**config.mk**
```make
export PLATFORM = sky130hd
export DESIGN_NAME = asl_result_status
export DESIGN_NICKNAME = d
export VERILOG_FILES = /design/src/hdl/asl_result_status.v /design/src/hdl/asl_pin_sync.v
export VERILOG_INCLUDE_DIRS = /design/src /design/src/hdl
export SDC_FILE = /design/constraint.sdc
export NUM_CORES = 1
export LEC_CHECK = 0
export BUFFER_PORTS_ARGS = -buffer_cell sky130_fd_sc_hd__buf_2
export CORE_MARGIN = 2
export CORE_UTILIZATION = 50
export DETAILED_ROUTE_END_ITERATION = 16
export MAX_ROUTING_LAYER = met4
export PLACE_DENSITY_LB_ADDON = 0.1
export SYNTH_ARGS = -nofsm -noshare
export SYNTH_HDL_FRONTEND = slang
export SYNTH_SLANG_ARGS = --single-unit
```
**constraint.sdc**
```tcl
create_clock -name i_clk -period 4.1 [get_ports i_clk]
set_input_delay 0.205 -clock i_clk [delete_from_list [all_inputs] [get_ports i_clk]]
set_output_delay 0.205 -clock i_clk [all_outputs]
set_load 0.01 [all_outputs]
```
**src/hdl/asl_defs.vh**
```
// Constants for the converter result and status logic.
// Assumes inclusion by asl_result_status.v only; asl_pin_sync.v does not include it.
// Contract
// - Command bit 0 set selects pin register
// - Command bits 4..7 drive pins lowest upward
// - Reported value keeps offset, nothing subtracted
// - Select 00 reads result bits 3..10
// - Select 01 reads result bits 11..18
// - Two's complement, polarity bit 1 when negative
// - Result bits 0..2 in status, per conversion
// - Integrating flag high during input integration
// - Idle at count 0, end flag high
// - 2048 counts, end flag from 0000 to 0001
// - Result load during frame sets collision flag
// - Status read clears collision flag
// - Sequence counter times integration by preset counts
// - Deintegrate ends on comparator zero crossing
// - Results counter direction from phase polarity
// - Steps 512, 64, 8, 1 per phase
// - Counter copied to result at conversion end
// - Result saturates at plus/minus 350440
// - Result carries 19th magnitude bit
// - Select 10 reads status, 11 invalid
// - Command takes effect on chip-select rise
`ifndef ASL_DEFS_VH
`define ASL_DEFS_VH

`define ASL_SEQ_W          11
`define ASL_SEQ_LAST       11'h7FF
`define ASL_SEQ_ZERO       11'h000
`define ASL_SEQ_FIRST      11'h001
`define ASL_INT_START      11'h070
`define ASL_INT_LEN_60     11'h221
`define ASL_INT_LEN_50     11'h28F
`define ASL_DI1_START      11'h320
`define ASL_DI1_MAX        11'h5DC
`define ASL_DI2_START      11'h5F0
`define ASL_DI2_MAX        11'h654
`define ASL_DI3_START      11'h668
`define ASL_DI3_MAX        11'h6CC
`define ASL_DI4_START      11'h6E0
`define ASL_DI4_MAX        11'h744

`define ASL_ACC_W          20
`define ASL_SUM_W          21
`define ASL_STEP_1         21'h00_0200
`define ASL_STEP_2         21'h00_0040
`define ASL_STEP_3         21'h00_0008
`define ASL_STEP_4         21'h00_0001
`define ASL_HARD_MAX       21'h05_58E8

`define ASL_CMD_TARGET     0
`define ASL_CMD_PIN_LSB    4
`define ASL_CMD_PIN_MSB    7
`define ASL_CMD0_START     7
`define ASL_CMD0_HZ50      6
`define ASL_CMD0_SLEEP     5
`define ASL_CMD0_RZERO     4
`define ASL_CMD0_RS0       2
`define ASL_CMD0_RS1       1

`define ASL_SEL_LOW        2'h0
`define ASL_SEL_HIGH       2'h1
`define ASL_SEL_STATUS     2'h2
`define ASL_INVALID_BYTE   8'h00

`endif

```
**src/hdl/asl_result_status.v**
```verilog
// Result and status logic of a multislope converter with a 4-wire serial port.
// Assumes chip select, serial clock, data in, oscillator and comparator all
// arrive asynchronously and are slower than a quarter of i_clk.
`timescale 1ns/100ps
`include "asl_defs.vh"
module asl_result_status (
    input  wire       i_clk,
    input  wire       i_rst,
    input  wire       i_cs_n,
    input  wire       i_sclk,
    input  wire       i_din,
    input  wire       i_osc,
    input  wire       i_cmp_pos,
    output reg        o_dout,
    output wire       o_dout_oe,
    output reg        o_eoc,
    output reg        o_integrating,
    output reg        o_deint_active,
    output reg        o_deint_up,
    output reg        o_read_zero,
    output reg        o_sleep,
    output reg  [3:0] o_user_out_pins
);
    localparam N_SYNC = 5;
    localparam SY_CS = 0;
    localparam SY_SCLK = 1;
    localparam SY_DIN = 2;
    localparam SY_OSC = 3;
    localparam SY_CMP = 4;

    wire [N_SYNC-1:0] pin_in;
    wire [N_SYNC-1:0] pin_lvl;
    wire [N_SYNC-1:0] pin_rise;
    wire [N_SYNC-1:0] pin_fall;

    assign pin_in = {i_cmp_pos, i_osc, i_din, i_sclk, i_cs_n};

    genvar g;
    generate
        for (g = 0; g < N_SYNC; g = g + 1) begin : g_sync
            asl_pin_sync u_sync (
                .i_clk   (i_clk),
                .i_rst   (i_rst),
                .i_pin   (pin_in[g]),
                .o_level (pin_lvl[g]),
                .o_rise  (pin_rise[g]),
                .o_fall  (pin_fall[g])
            );
        end
    endgenerate

    wire cs_active = ~pin_lvl[SY_CS];
    wire cs_start  = pin_fall[SY_CS];
    wire cs_end    = pin_rise[SY_CS];
    wire tick      = pin_rise[SY_OSC];
    wire cmp_pos   = pin_lvl[SY_CMP];

    // Command register 0 state
    reg        start_pending;
    reg        hz50;
    reg  [1:0] reg_select;
    // Serial shifters
    reg  [7:0] rx_shift;
    reg  [7:0] tx_shift;
    reg  [1:0] frame_sel;
    // Sequencing and results
    reg  [`ASL_SEQ_W-1:0] seq_count;
    reg  [`ASL_SEQ_W-1:0] next_count;
    reg  [1:0]            deint_idx;
    reg  signed [`ASL_ACC_W-1:0] acc;
    reg  signed [`ASL_ACC_W-1:0] result;
    reg                   coll_pending;
    reg                   collision;

    wire result_load = tick && (seq_count == `ASL_SEQ_LAST);
    wire conv_start  = tick && (seq_count == `ASL_SEQ_ZERO) && start_pending;

    // Sequence counter: parks at zero until a start is pending
    always @* begin
        next_count = seq_count;
        if (tick) begin
            if (seq_count != `ASL_SEQ_ZERO) begin
                next_count = seq_count + `ASL_SEQ_FIRST;
            end else if (start_pending) begin
                next_count = `ASL_SEQ_FIRST;
            end
        end
    end

    wire [`ASL_SEQ_W-1:0] int_end = `ASL_INT_START + (hz50 ? `ASL_INT_LEN_50 : `ASL_INT_LEN_60);
    wire                  at_zero    = (next_count == `ASL_SEQ_ZERO);
    wire                  int_after  = (next_count >= `ASL_INT_START);
    wire                  int_before = (next_count < int_end);

    // Deintegrate phase table
    reg                   di_hit;
    reg  [1:0]            di_hit_idx;
    reg  [`ASL_SEQ_W-1:0] di_max;
    reg  [`ASL_SUM_W-1:0] di_step;

    always @* begin
        di_hit     = 1'b1;
        di_hit_idx = 2'd0;
        case (seq_count)
            `ASL_DI1_START: di_hit_idx = 2'd0;
            `ASL_DI2_START: di_hit_idx = 2'd1;
            `ASL_DI3_START: di_hit_idx = 2'd2;
            `ASL_DI4_START: di_hit_idx = 2'd3;
            default:        di_hit     = 1'b0;
        endcase
    end

    always @* begin
        case (deint_idx)
            2'd0: begin
                di_max  = `ASL_DI1_MAX;
                di_step = `ASL_STEP_1;
            end
            2'd1: begin
                di_max  = `ASL_DI2_MAX;
                di_step = `ASL_STEP_2;
            end
            2'd2: begin
                di_max  = `ASL_DI3_MAX;
                di_step = `ASL_STEP_3;
            end
            default: begin
                di_max  = `ASL_DI4_MAX;
                di_step = `ASL_STEP_4;
            end
        endcase
    end

    // Accumulate with saturation at the hard overrange limit
    wire signed [`ASL_SUM_W-1:0] acc_wide = {acc[`ASL_ACC_W-1], acc};
    wire signed [`ASL_SUM_W-1:0] step_s   = di_step;
    wire signed [`ASL_SUM_W-1:0] hard_max = `ASL_HARD_MAX;
    // One bit of headroom so a step past the limit cannot wrap
    wire signed [`ASL_SUM_W-1:0] hard_min = -hard_max;
    reg  signed [`ASL_SUM_W-1:0] sum;
    reg  signed [`ASL_ACC_W-1:0] acc_next;

    always @* begin
        if (o_deint_up) begin
            sum = acc_wide + step_s;
        end else begin
            sum = acc_wide - step_s;
        end
    end

    always @* begin
        if (sum > hard_max) begin
            acc_next = hard_max[`ASL_ACC_W-1:0];
        end else if (sum < hard_min) begin
            acc_next = hard_min[`ASL_ACC_W-1:0];
        end else begin
            acc_next = sum[`ASL_ACC_W-1:0];
        end
    end

    // Zero crossing or the phase's longest count ends it
    wire deint_cross = (cmp_pos != o_deint_up);
    wire deint_limit = (seq_count == di_max);
    wire deint_done  = deint_cross || deint_limit;
    wire acc_step    = tick && o_deint_active;

    always @(posedge i_clk) begin
        if (i_rst) begin
            seq_count      <= `ASL_SEQ_ZERO;
            o_eoc          <= 1'b1;
            o_integrating  <= 1'b0;
            o_deint_active <= 1'b0;
            o_deint_up     <= 1'b0;
            deint_idx      <= 2'd0;
            acc            <= {`ASL_ACC_W{1'b0}};
            result         <= {`ASL_ACC_W{1'b0}};
        end else begin
            seq_count     <= next_count;
            o_eoc         <= at_zero;
            o_integrating <= int_after && int_before;
            if (conv_start) begin
                acc <= {`ASL_ACC_W{1'b0}};
            end else if (acc_step) begin
                acc <= acc_next;
            end
            if (tick) begin
                if (o_deint_active) begin
                    if (deint_done) begin
                        o_deint_active <= 1'b0;
                    end
                end else if (di_hit) begin
                    o_deint_active <= 1'b1;
                    deint_idx      <= di_hit_idx;
                    o_deint_up     <= cmp_pos;
                end
            end
            // Offset from the zero reading stays in the value
            if (result_load) begin
                result <= acc;
            end
        end
    end

    // Output byte selection
    reg [7:0] sel_byte;
    wire [7:0] status_byte = {collision, o_eoc, o_integrating, o_sleep,
                              result[`ASL_ACC_W-1], result[2:0]};

    always @* begin
        case (reg_select)
            `ASL_SEL_LOW:    sel_byte = result[10:3];
            `ASL_SEL_HIGH:   sel_byte = result[18:11];
            `ASL_SEL_STATUS: sel_byte = status_byte;
            default:         sel_byte = `ASL_INVALID_BYTE;
        endcase
    end

    // Enable follows the synced select, so it lags the pin by the sync delay
    assign o_dout_oe = cs_active;

    // Serial port: shift in on serial clock rise, out on fall
    always @(posedge i_clk) begin
        if (i_rst) begin
            rx_shift  <= 8'h00;
            tx_shift  <= 8'h00;
            o_dout    <= 1'b0;
            frame_sel <= `ASL_SEL_LOW;
        end else begin
            if (cs_start) begin
                tx_shift  <= sel_byte;
                o_dout    <= sel_byte[7];
                frame_sel <= reg_select;
            end else if (cs_active && pin_rise[SY_SCLK]) begin
                rx_shift <= {rx_shift[6:0], pin_lvl[SY_DIN]};
            end else if (cs_active && pin_fall[SY_SCLK]) begin
                tx_shift <= {tx_shift[6:0], 1'b0};
                o_dout   <= tx_shift[6];
            end
        end
    end

    // Command registers latch on chip-select rise
    wire cmd_write = cs_end;
    wire cmd_pins  = cmd_write && rx_shift[`ASL_CMD_TARGET];
    wire cmd_ctl   = cmd_write && !rx_shift[`ASL_CMD_TARGET];

    always @(posedge i_clk) begin
        if (i_rst) begin
            o_user_out_pins <= 4'h0;
            hz50            <= 1'b0;
            o_sleep         <= 1'b0;
            o_read_zero     <= 1'b0;
            reg_select      <= `ASL_SEL_LOW;
        end else begin
            if (cmd_pins) begin
                // Bit 4 drives the lowest pin; held until rewritten
                o_user_out_pins <= rx_shift[`ASL_CMD_PIN_MSB:`ASL_CMD_PIN_LSB];
            end
            if (cmd_ctl) begin
                hz50        <= rx_shift[`ASL_CMD0_HZ50];
                o_sleep     <= rx_shift[`ASL_CMD0_SLEEP];
                o_read_zero <= rx_shift[`ASL_CMD0_RZERO];
                reg_select  <= {rx_shift[`ASL_CMD0_RS1], rx_shift[`ASL_CMD0_RS0]};
            end
        end
    end

    // A new start written in the consuming cycle is kept
    wire start_write = cmd_ctl && rx_shift[`ASL_CMD0_START];

    always @(posedge i_clk) begin
        if (i_rst) begin
            start_pending <= 1'b0;
        end else if (start_write) begin
            start_pending <= 1'b1;
        end else if (conv_start) begin
            start_pending <= 1'b0;
        end
    end

    // Collision: result reload inside a frame is reported at its end
    wire load_in_frame = result_load && (cs_active || cs_start);
    wire status_frame  = (frame_sel == `ASL_SEL_STATUS);

    always @(posedge i_clk) begin
        if (i_rst) begin
            coll_pending <= 1'b0;
        end else if (load_in_frame) begin
            coll_pending <= 1'b1;
        end else if (cs_end) begin
            coll_pending <= 1'b0;
        end
    end

    // Set wins over the clear when both land on one chip-select rise
    always @(posedge i_clk) begin
        if (i_rst) begin
            collision <= 1'b0;
        end else if (cs_end && (coll_pending || result_load)) begin
            collision <= 1'b1;
        end else if (cs_end && status_frame) begin
            collision <= 1'b0;
        end
    end
endmodule // asl_result_status

```
**src/hdl/asl_pin_sync.v**
```verilog
// Three-stage synchroniser with agreement filter and edge pulses.
// Assumes an asynchronous pin input and the system clock.
`timescale 1ns/100ps
module asl_pin_sync (
    input  wire i_clk,
    input  wire i_rst,
    input  wire i_pin,
    output reg  o_level,
    output reg  o_rise,
    output reg  o_fall
);
    reg s1;
    reg s2;
    reg s3;

    // First stage feeds only the second; edges judged on stages two and three
    // Reset high so an idle-high select shows no false edge after reset
    always @(posedge i_clk) begin
        if (i_rst) begin
            s1      <= 1'b1;
            s2      <= 1'b1;
            s3      <= 1'b1;
            o_level <= 1'b1;
            o_rise  <= 1'b0;
            o_fall  <= 1'b0;
        end else begin
            s1     <= i_pin;
            s2     <= s1;
            s3     <= s2;
            o_rise <= (s2 == s3) && s3 && !o_level;
            o_fall <= (s2 == s3) && !s3 && o_level;
            if (s2 == s3) begin
                o_level <= s3;
            end
        end
    end
endmodule // asl_pin_sync

```
After elaboration in Yosys (flattened, before gate mapping)

Index checks and enable logic that the tools add are counted.

$add $sub $neg: 4
Multipliers: 0
Div/mod/pow operators: 0
$lt $le $gt $ge: 4
Equality and inequality tests: 18
Shifts and indexed selects: 0
Mux-type cells: 27
Bitwise logic cells: 3
Reductions and logical operators: 46

Operators with widths:

| operator                                                           | number |
|---|---|
| one-hot mux 10 bit (3 select lines)                                | 2 |
| equality test 11 bit, second input constant                        | 4 |
| two-way mux 20 bit                                                 | 2 |
| two-way mux 11 bit                                                 | 3 |
| one-hot mux 8 bit (3 select lines)                                 | 1 |
| logical AND 1 bit                                                  | 23 |
| zero test 11 bit                                                   | 2 |
| adder 20 x 11 -> 21 bit                                            | 1 |
| greater-than comparator 21 x 20 -> 1 bit, second input constant    | 1 |
| < comparator 21 x 20 -> 1 bit, second input constant               | 1 |
| two-way mux 21 bit                                                 | 1 |
| two-way mux 7 bit                                                  | 3 |
| subtractor 20 x 11 -> 21 bit                                       | 1 |
| two-way mux 1 bit                                                  | 13 |
| adder 11 x 1 -> 11 bit, second input constant                      | 1 |
| adder 7 x 10 -> 11 bit, first input constant                       | 1 |
| equality test 11 x 10 -> 1 bit, second input constant              | 1 |
| equality test 11 bit                                               | 1 |
| greater-or-equal comparator 11 x 7 -> 1 bit, second input constant | 1 |
| < comparator 11 bit                                                | 1 |
| nonzero test 11 bit                                                | 1 |
| two-way mux 8 bit                                                  | 1 |
| nonzero test 2 bit                                                 | 4 |
| equality test 2 bit, second input constant                         | 3 |
| other kinds (13)                                                   | 29 |

Register bits: 112
Bits in latches: 0
Bits in writable memories: 0
Bits in read-only memories: 0
Input port bits: 7
Output and inout bits: 12
Memories kept: 0

Logic depth before layout (Yosys ltp)

Gate-level depths: netlist (run 1).

Word-level depth: 7
Gate-level depth with buffers: 17

Modules after synthesis

Synthesis (run 1) repeated with hierarchy kept, for this count alone.

Cell total of the unflattened synthesis: 819
Area, all modules: 6,645.1 sq um

By module, submodules not included:

| module            | times used | cells an instance | area each (sq um) |
|---|---|---|---|
| asl_result_status | 1          | 729               | 5,656.7 |
| asl_pin_sync      | 5          | 18                | 197.7 |

Worst setup path after synthesis (run 1)

OpenSTA, ideal clock, no wires.

Path kind: register -> register
Start: reg deint_idx[0]
End: reg acc[4]
Library setup time: 0.104 ns
Data arrival time: 3.808 ns
Required time: 3.996 ns
Setup slack: 0.188 ns
Cell stages (with the launch flop): 16
Path through: dfxtp_1 -> ha_1 -> nand2b_1 -> buf_6 -> o21ai_0 -> ha_1 -> inv_1 -> nor3_4 -> nor4_1 -> o2111a_1 -> or3_1 -> a2111o_1 -> a2111oi_1 -> o2111ai_1 -> a31o_1 -> a2111oi_2

Longest elaborated chain between the ends: 7
Elaborated cells between the ends (all ways): 11
Classes of those cells: add/sub: 2; order compare: 2; eq/ne: 2; mux: 4; reduce/logical: 1

RTL lines:

| element                                                                 | RTL line                                         | RTL |
|---|---|---|
| from (decl)                                                             | asl_result_status.v:69                           | `reg [1:0] deint_idx;` |
| from (signal assigned)                                                  | asl_result_status.v:193                          | `deint_idx <= di_hit_idx;` |
| equality test 2 bit (tied with other cells)                             | asl_result_status.v:114                          | `case (deint_idx)` |
| one-hot mux 10 bit (3 select lines) (*)                                 | asl_result_status.v:114                          |  |
| subtractor 20 x 11 -> 21 bit or adder 20 x 11 -> 21 bit (tied branches) | asl_result_status.v:147, asl_result_status.v:145 |  |
| two-way mux 21 bit (*)                                                  | asl_result_status.v:144                          | `if (o_deint_up) begin` |
| < comparator 21 x 20 -> 1 bit                                           | asl_result_status.v:154                          | `end else if (sum < hard_min) begin` |
| two-way mux 20 bit                                                      | asl_result_status.v:154                          |  |
| two-way mux 20 bit (*)                                                  | asl_result_status.v:152                          | `if (sum > hard_max) begin` |
| to (signal assigned)                                                    | asl_result_status.v:175                          | `` acc <= {`ASL_ACC_W{1'b0}}; `` |
| to (signal assigned)                                                    | asl_result_status.v:182                          | `` acc <= {`ASL_ACC_W{1'b0}}; `` |
| to (signal assigned)                                                    | asl_result_status.v:184                          | `acc <= acc_next;` |
| to (decl)                                                               | asl_result_status.v:70                           | `` reg signed [`ASL_ACC_W-1:0] acc; `` |

Mark *: on every way between the ends. The rest lies on a longest branch, timed or not.
A chain may end at the register's enable or synchronous reset.

Final worst setup path (run 1)

Start: reg deint_idx[0]
End: reg acc[12]

Same word-level chain as after synthesis.

==> results of run 1 <==
## through the flow
step	utilization	setup TNS (ps)	total power (W)	setup WS, ps
global route	0.583	-58.9	0.00215	-25.2
detailed placement	0.536	-226	0.00116	-62.6
CTS	0.565	0	0.00210	10.6
global placement	0.536	-28.7	0.00116	-28.7
floorplan	-	0	0.00115	188
finish	0.583	0	0.00209	224
## state kept, by name, summed over array words and instances (netlist names), 2 cells and up
signal                 cells
acc                       20
result                    20
seq_count                 11
rx_shift                   8
tx_shift                   7
g_sync.u_sync.o_level      5
g_sync.u_sync.s1           5
g_sync.u_sync.s2           5
g_sync.u_sync.s3           5
o_user_out_pins            4
g_sync.u_sync.o_rise       3
deint_idx                  2
frame_sel                  2
g_sync.u_sync.o_fall       2
reg_select                 2
## kinds of logic after synthesis
kind of cell	Yosys count
AOI/OAI and AO/OA	195
adders and majority gates	35
DFF	112
muxes	39
xor gates and xnor gates	25
and+or+nand+nor	308
buffers and inverters	72
## area by class of cell
cell class	count	area, um2
Inverter	30	113
Sequential cell	112	2240
Multi-Input combinational cell	602	4040
Clock inverter	7	108
Clock buffer	9	225
Tap cell	172	215
Fill cell	1202	5210
Timing Repair Buffer	53	357
## Yosys cell counts, types with 9 or more instances
| master | instances | area, um2 |
|---|---|---|
| a21oi_1 | 61 | 305 |
| and2_1 | 9 | 56.3 |
| and3_1 | 9 | 56.3 |
| clkbuf_1 | 37 | 139 |
| dfxtp_1 | 112 | 2240 |
| ha_1 | 35 | 438 |
| inv_1 | 30 | 113 |
| mux2_2 | 9 | 101 |
| mux2i_1 | 30 | 300 |
| nand2_1 | 101 | 379 |
| nand2b_1 | 9 | 56.3 |
| nand3_1 | 18 | 90.1 |
| nand4_1 | 9 | 56.3 |
| nor2_1 | 84 | 315 |
| nor3_1 | 13 | 65.1 |
| nor4_1 | 10 | 62.6 |
| o21ai_0 | 35 | 175 |
| or2_2 | 14 | 87.6 |
| xnor2_1 | 16 | 140 |
| xor2_1 | 9 | 78.8 |
## metal layers
layer  wire length (um)  vias to the layer above  GRT usage
met5                  0                        -          -
met3                422                       21     0.0420
li1                   -                     2858          -
met2               7580                       92      0.410
met4                304                        0     0.0753
met1               7830                     2640      0.326
## placed cells by master (no fill, tap or decap), types with 12 or more instances in the layout
cell and count:
xnor2_1 15, nand3_1 18, dfxtp_1 110, or2_2 14, a21oi_1 60, ha_1 32, inv_1 28, mux2i_1 30
buf_2 18, nor3_1 12, nand2_1 101, o21ai_0 32, buf_4 34, nor2_1 82
## worst max-delay path: stages, from the launching register on
cell	delay, ps
dfxtp_2	380
inv_2	80
ha_1	220
nor2_1	150
buf_4	160
ha_1	240
buf_4	180
a21oi_1	240
o21ai_0	210
a21oi_2	250
o21ai_0	140
a311oi_2	410
buf_4	190
a211oi_1	40
a211o_1	330
a211o_1	400
o21ai_1	180
## repair_timing
item | CTS | global route
pin swaps | 2 | 11
buffers inserted | 1 | 3
setup endpoints to repair | 17 | 19
resized for setup | 6 | 41
## worst max path at each step
stage	from	end	slack (ps)
3_3_place_gp	deint_idx[0]	acc[15]	-30
3_5_place_dp	deint_idx[0]	acc[13]	-60
6_report	deint_idx[0]	acc[12]	220
4_1_cts	deint_idx[0]	acc[4]	10
5_1_grt	deint_idx[0]	acc[15]	-30
2_1_floorplan	deint_idx[0]	acc[4]	190
## power groups by stage
stage	Clock (W)	Sequential, W	Combinational, W
floorplan	0	0.00112	0.0000272
global route	0.00100	0.00110	0.0000409
finish	0.000950	0.00110	0.0000364
detailed placement	0	0.00113	0.0000372
CTS	0.000965	0.00110	0.0000372
global placement	0	0.00113	0.0000359
==> results.py, run 1 <==
metrics = {
    "outcome": {
        "status": "finished, final reports clean",
    },
    "layout": {
        "diodes": 0,
        "layout-drive-gt1-share": 0.161,
        "syn_to_final_growth_pct": 15.1,
        "nNetsFinal": 850,
        "stdcell_area_mm2": 0.00730,
        "stdcell_count": 985,
    },
    "sta": {
        "setup_viol": 0,
        "skew_ps": 11.4,
        "fin_crit_sh": 0.945,
        "period_minus_slack_ps": 3880,
        "final_max_slew_viol_count": 0,
        "hold_violations": 0,
        "max_freq_mhz": 258,
        "hold_ws_ps": 12.7,
        "worst_slew_pin_slew_ps": 848,
        "slew_headroom": 0.434,
    },
    "global_routing": {
        "grt_first_pass_wirelength_um": 26100,
        "antenna_found_initial": 0,
        "grt_max_degree": 66,
        "overflow": 0,
        "grtUsageTotal": 0.253,
        "grt_pass1_vias": 5291,
    },
    "worst_setup_path": {
        "end_kind": "register",
        "r2r-end": "acc[12]",
        "path_class": "register to register",
        "ff2ff_setup_slack_ps": 220,
        "startpoint_type": "register",
        "reg2reg_depth": 16,
        "cp.arrival_ps": 4160,
        "critPathRequiredTime_ps": 4390,
        "r2r_start": "deint_idx[0]",
        "critPathMaxFanout": 12,
    },
    "power": {
        "leakage_nw": 2.86,
        "p_comb_frac": 0.017,
        "powerDensity_mw_per_mm2": 286,
        "p_int_w": 0.00160,
        "p_clk_frac": 0.455,
        "power_switching_share": 0.231,
        "switching_power_w": 0.000481,
        "vdd_drop_max_mv": 0.303,
        "p_seq_frac": 0.527,
    },
    "synth": {
        "ys.flop_type": "dfxtp_1",
        "synth_simple_gate_area_frac": 0.233,
        "synth_cell_types": 67,
        "synth_warnings": 0,
        "synth_compound_area_frac": 0.202,
        "yosys.area_share.xor_xnor": 0.0345,
        "synthMuxAreaShare": 0.0633,
        "syn_area_per_cell_um2": 8.07,
        "synth_top_family_by_area": "simple AND/OR/NAND/NOR gates",
        "synthAdderAreaFrac": 0.0690,
        "ys_seq_area_frac": 0.353,
        "postSynthCellCount": 786,
        "synth_seq_cells": 112,
        "postSynth.asyncResetShare": 0,
        "synth_edf_count": 0,
        "syn_nets": 828,
        "synth_area_mm2": 0.00634,
    },
    "routing": {
        "vias": 5611,
        "wire_per_inst_um": 16.4,
        "wirelength_um": 16100,
        "route.detailed.drc": 0,
        "postRouteAntennaNets": 0,
        "viasPerCell": 5.70,
        "drtIter0Drc": 295,
        "first_pass_iters": 5,
    },
    "floorplanning": {
        "die_y_um": 117,
        "die_w_um": 117,
        "start_util": 0.507,
        "core_area_mm2": 0.0125,
        "rows": 41,
        "die_area_mm2": 0.0136,
        "pin_count": 19,
    },
    "hold_path": {
        "min_to": "g_sync[0].u_sync.s1",
        "hold_depth": 2,
        "hold_class": "input pin to register",
        "worstHoldStart": "i_cs_n",
    },
    "cts": {
        "cts.clk_slew.worst_paths_ps": 80,
        "htree_levels": 3,
        "cts.sinks": 112,
        "hold_buffers": 0,
        "cts_made_buffers": 9,
        "cts_root_buf": "clkbuf_16",
        "clk_path_buf_depth": 2,
        "insertion_delay_ps": 360,
        "cts_tree": "done",
    },
    "placed_design": {
        "dp_hpwl_um": 12200,
        "dp.cells": 965,
        "dpl_cell_area_mm2": 0.00671,
        "place_congestion": 0.901,
        "io_buffers": 18,
    },
    "flow_run": {
        "max_cap_viol_count": 0,
    },
}
Power figures use the tool's default switching activity.
==> run 2: changes to the inputs <==
--- a/config.mk
+++ b/config.mk
@@ -9,9 +9,11 @@
 export BUFFER_PORTS_ARGS = -buffer_cell sky130_fd_sc_hd__buf_2
 export CORE_MARGIN = 2
 export CORE_UTILIZATION = 50
+export CTS_CLUSTER_SIZE = 20
 export DETAILED_ROUTE_END_ITERATION = 16
 export MAX_ROUTING_LAYER = met4
-export PLACE_DENSITY_LB_ADDON = 0.1
+export PLACE_DENSITY = 0.73
+export SLEW_MARGIN = 20
 export SYNTH_ARGS = -nofsm -noshare
 export SYNTH_HDL_FRONTEND = slang
 export SYNTH_SLANG_ARGS = --single-unit
==> results.py, run 2 (same netlist as run 1, synthesis figures left out) <==
metrics = {
    "outcome": {
        "status": "finished, final reports clean",
    },
    "power": {
        "leakage_nw": 2.85,
        "p_seq_frac": 0.557,
        "finalPower_w": 0.00197,
        "p_comb_frac": 0.019,
        "switching_power_w": 0.000441,
        "powerDensity_mw_per_mm2": 271,
        "power_switching_share": 0.223,
        "p_int_w": 0.00153,
        "vdd_drop_max_mv": 0.308,
        "p_clk_frac": 0.424,
    },
    "layout": {
        "layout-drive-gt1-share": 0.169,
        "utilization": 0.582,
        "layout_commonest_cell": "dfxtp_1",
        "syn_to_final_growth_pct": 14.8,
        "mostFrequentLayoutCells": "dfxtp_1, nand2_1, nor2_1",
        "diodes": 0,
        "largestRegisters": "acc x20, result x20, seq_count x11",
        "stdcell_area_mm2": 0.00728,
        "nNetsFinal": 855,
    },
    "global_routing": {
        "grt-busiest-layer": "met2",
        "grt_pass1_vias": 5520,
        "grt_max_degree": 66,
        "overflow": 0,
        "grt_util_met3": 0.0415,
        "grtUsageMet2": 0.410,
        "grtUsageTotal": 0.243,
        "antenna_found_initial": 0,
        "use_met1": 0.299,
        "grt_first_pass_wirelength_um": 25700,
    },
    "routing": {
        "first_pass_iters": 4,
        "postRouteAntennaNets": 0,
        "wire_per_inst_um": 16.2,
        "drtIter0Drc": 430,
        "wirelength_um": 16000,
        "vias": 5839,
        "route.detailed.drc": 0,
        "viasPerCell": 5.90,
    },
    "sta": {
        "hold_violations": 0,
        "fin_tns_setup_ps": 0,
        "setup_viol": 0,
        "max_freq_mhz": 258,
        "final_max_slew_viol_count": 0,
        "fin_crit_sh": 0.945,
        "setup_ws_ps": 224,
        "period_minus_slack_ps": 3880,
        "skew_ps": 8.36,
        "worst_slew_pin_slew_ps": 847,
        "slew_headroom": 0.434,
    },
    "worst_setup_path": {
        "reg2reg_depth": 16,
        "cp_cell_sequence": "inv_1, ha_1, nor2_2, ha_2, nand2_1, o21ai_0, a311oi_2, o31a_1, o21ai_1, a2111oi_4, a2111oi_4, o2111ai_1, buf_4, buf_4, nand4_1, o221a_1",
        "worst_path_max_delay_cell": "a2111oi_4",
        "cp.arrival_ps": 4110,
        "critical_path_depth": 16,
        "end_kind": "register",
        "critPathRequiredTime_ps": 4340,
        "path_class": "register to register",
        "slowest_delay_ps": 440,
        "critPathMaxFanout": 7,
        "cp_top_family": "compound AO/OA/AOI/OAI gates",
        "crit_buf_inv": 3,
        "startpoint_type": "register",
    },
    "cts": {
        "cts.sinks": 112,
        "htree_levels": 3,
        "cts_made_buffers": 9,
        "insertion_delay_ps": 340,
        "cts_tree": "done",
        "hold_buffers": 0,
        "clk_path_buf_depth": 2,
        "cts_root_buf": "clkbuf_16",
        "cts.clk_slew.worst_paths_ps": 80,
    },
    "placed_design": {
        "post-place-ws_ps": -30.2,
        "io_buffers": 18,
        "dpl_cell_area_mm2": 0.00674,
        "place_congestion": 0.953,
        "dp_hpwl_um": 11800,
    },
    "hold_path": {
        "hold_depth": 2,
        "hold_class": "input pin to register",
    },
    "floorplanning": {
        "die_area_mm2": 0.0136,
        "die_y_um": 117,
        "rows": 41,
        "pin_count": 19,
        "start_util": 0.507,
        "die_w_um": 117,
        "core_area_mm2": 0.0125,
    },
    "flow_run": {
        "max_cap_viol_count": 0,
    },
}
[run 2: final timing paths]
check	end	slack, ps	start
worst max-delay path	acc[3]	220	deint_idx[0]
worst min-delay path	g_sync[3].u_sync.s1	40	i_osc
worst max register to register	acc[3]	220	deint_idx[0]
worst min register to register	g_sync[2].u_sync.s2	410	g_sync[2].u_sync.s1
[run 2: area by class of cell]
class | instances | area [um2]
sequential | 112 | 2250
inverter | 30 | 113
clock inverter | 6 | 60.1
multi-input combinational | 602 | 4020
fill | 1161 | 5240
clock buffer | 10 | 229
timing repair buffer | 58 | 394
tap | 172 | 215
[run 2: per-layer routing]
metal  vias up  part of all wire
met5         -                 0
met4         0             0.017
met3        26             0.044
met2       164              0.49
met1      2799              0.45
li1       2850                 -
[run 2: through the flow]
stage / cells / hold WS, ps
finish: 990 / 41.8
detailed placement: 969 / 394
global route: 990 / 36.0
floorplan: 786 / 309
CTS: 985 / 29.9
global placement: 969 / 386
[run 2: repair_timing]
item,CTS,global route
pin swaps,1,13
setup buffers,0,5
endpoints found under the hold margin,0,0
gates resized for setup,6,42
endpoints found under the setup margin,8,19
[run 2: power groups by stage]
stage | sequential (W) | combinational (W) | clock, W
after floorplan | 0.00112 | 0.0000272 | 0
after global placement | 0.00113 | 0.0000350 | 0
after detailed placement | 0.00113 | 0.0000370 | 0
after CTS | 0.00110 | 0.0000370 | 0.000855
after global routing | 0.00110 | 0.0000406 | 0.000893
final | 0.00110 | 0.0000367 | 0.000837
[run 2: worst reg2reg max path: stages (launching register included)]
cell       delay, ps
dfxtp_4          370
inv_1             80
ha_1             220
nor2_2           220
ha_2             370
nand2_1          160
o21ai_0          130
a311oi_2         290
o31a_1           280
o21ai_1          170
a2111oi_4        440
a2111oi_4        120
o2111ai_1        200
buf_4            180
buf_4            140
nand4_1          130
o221a_1          260
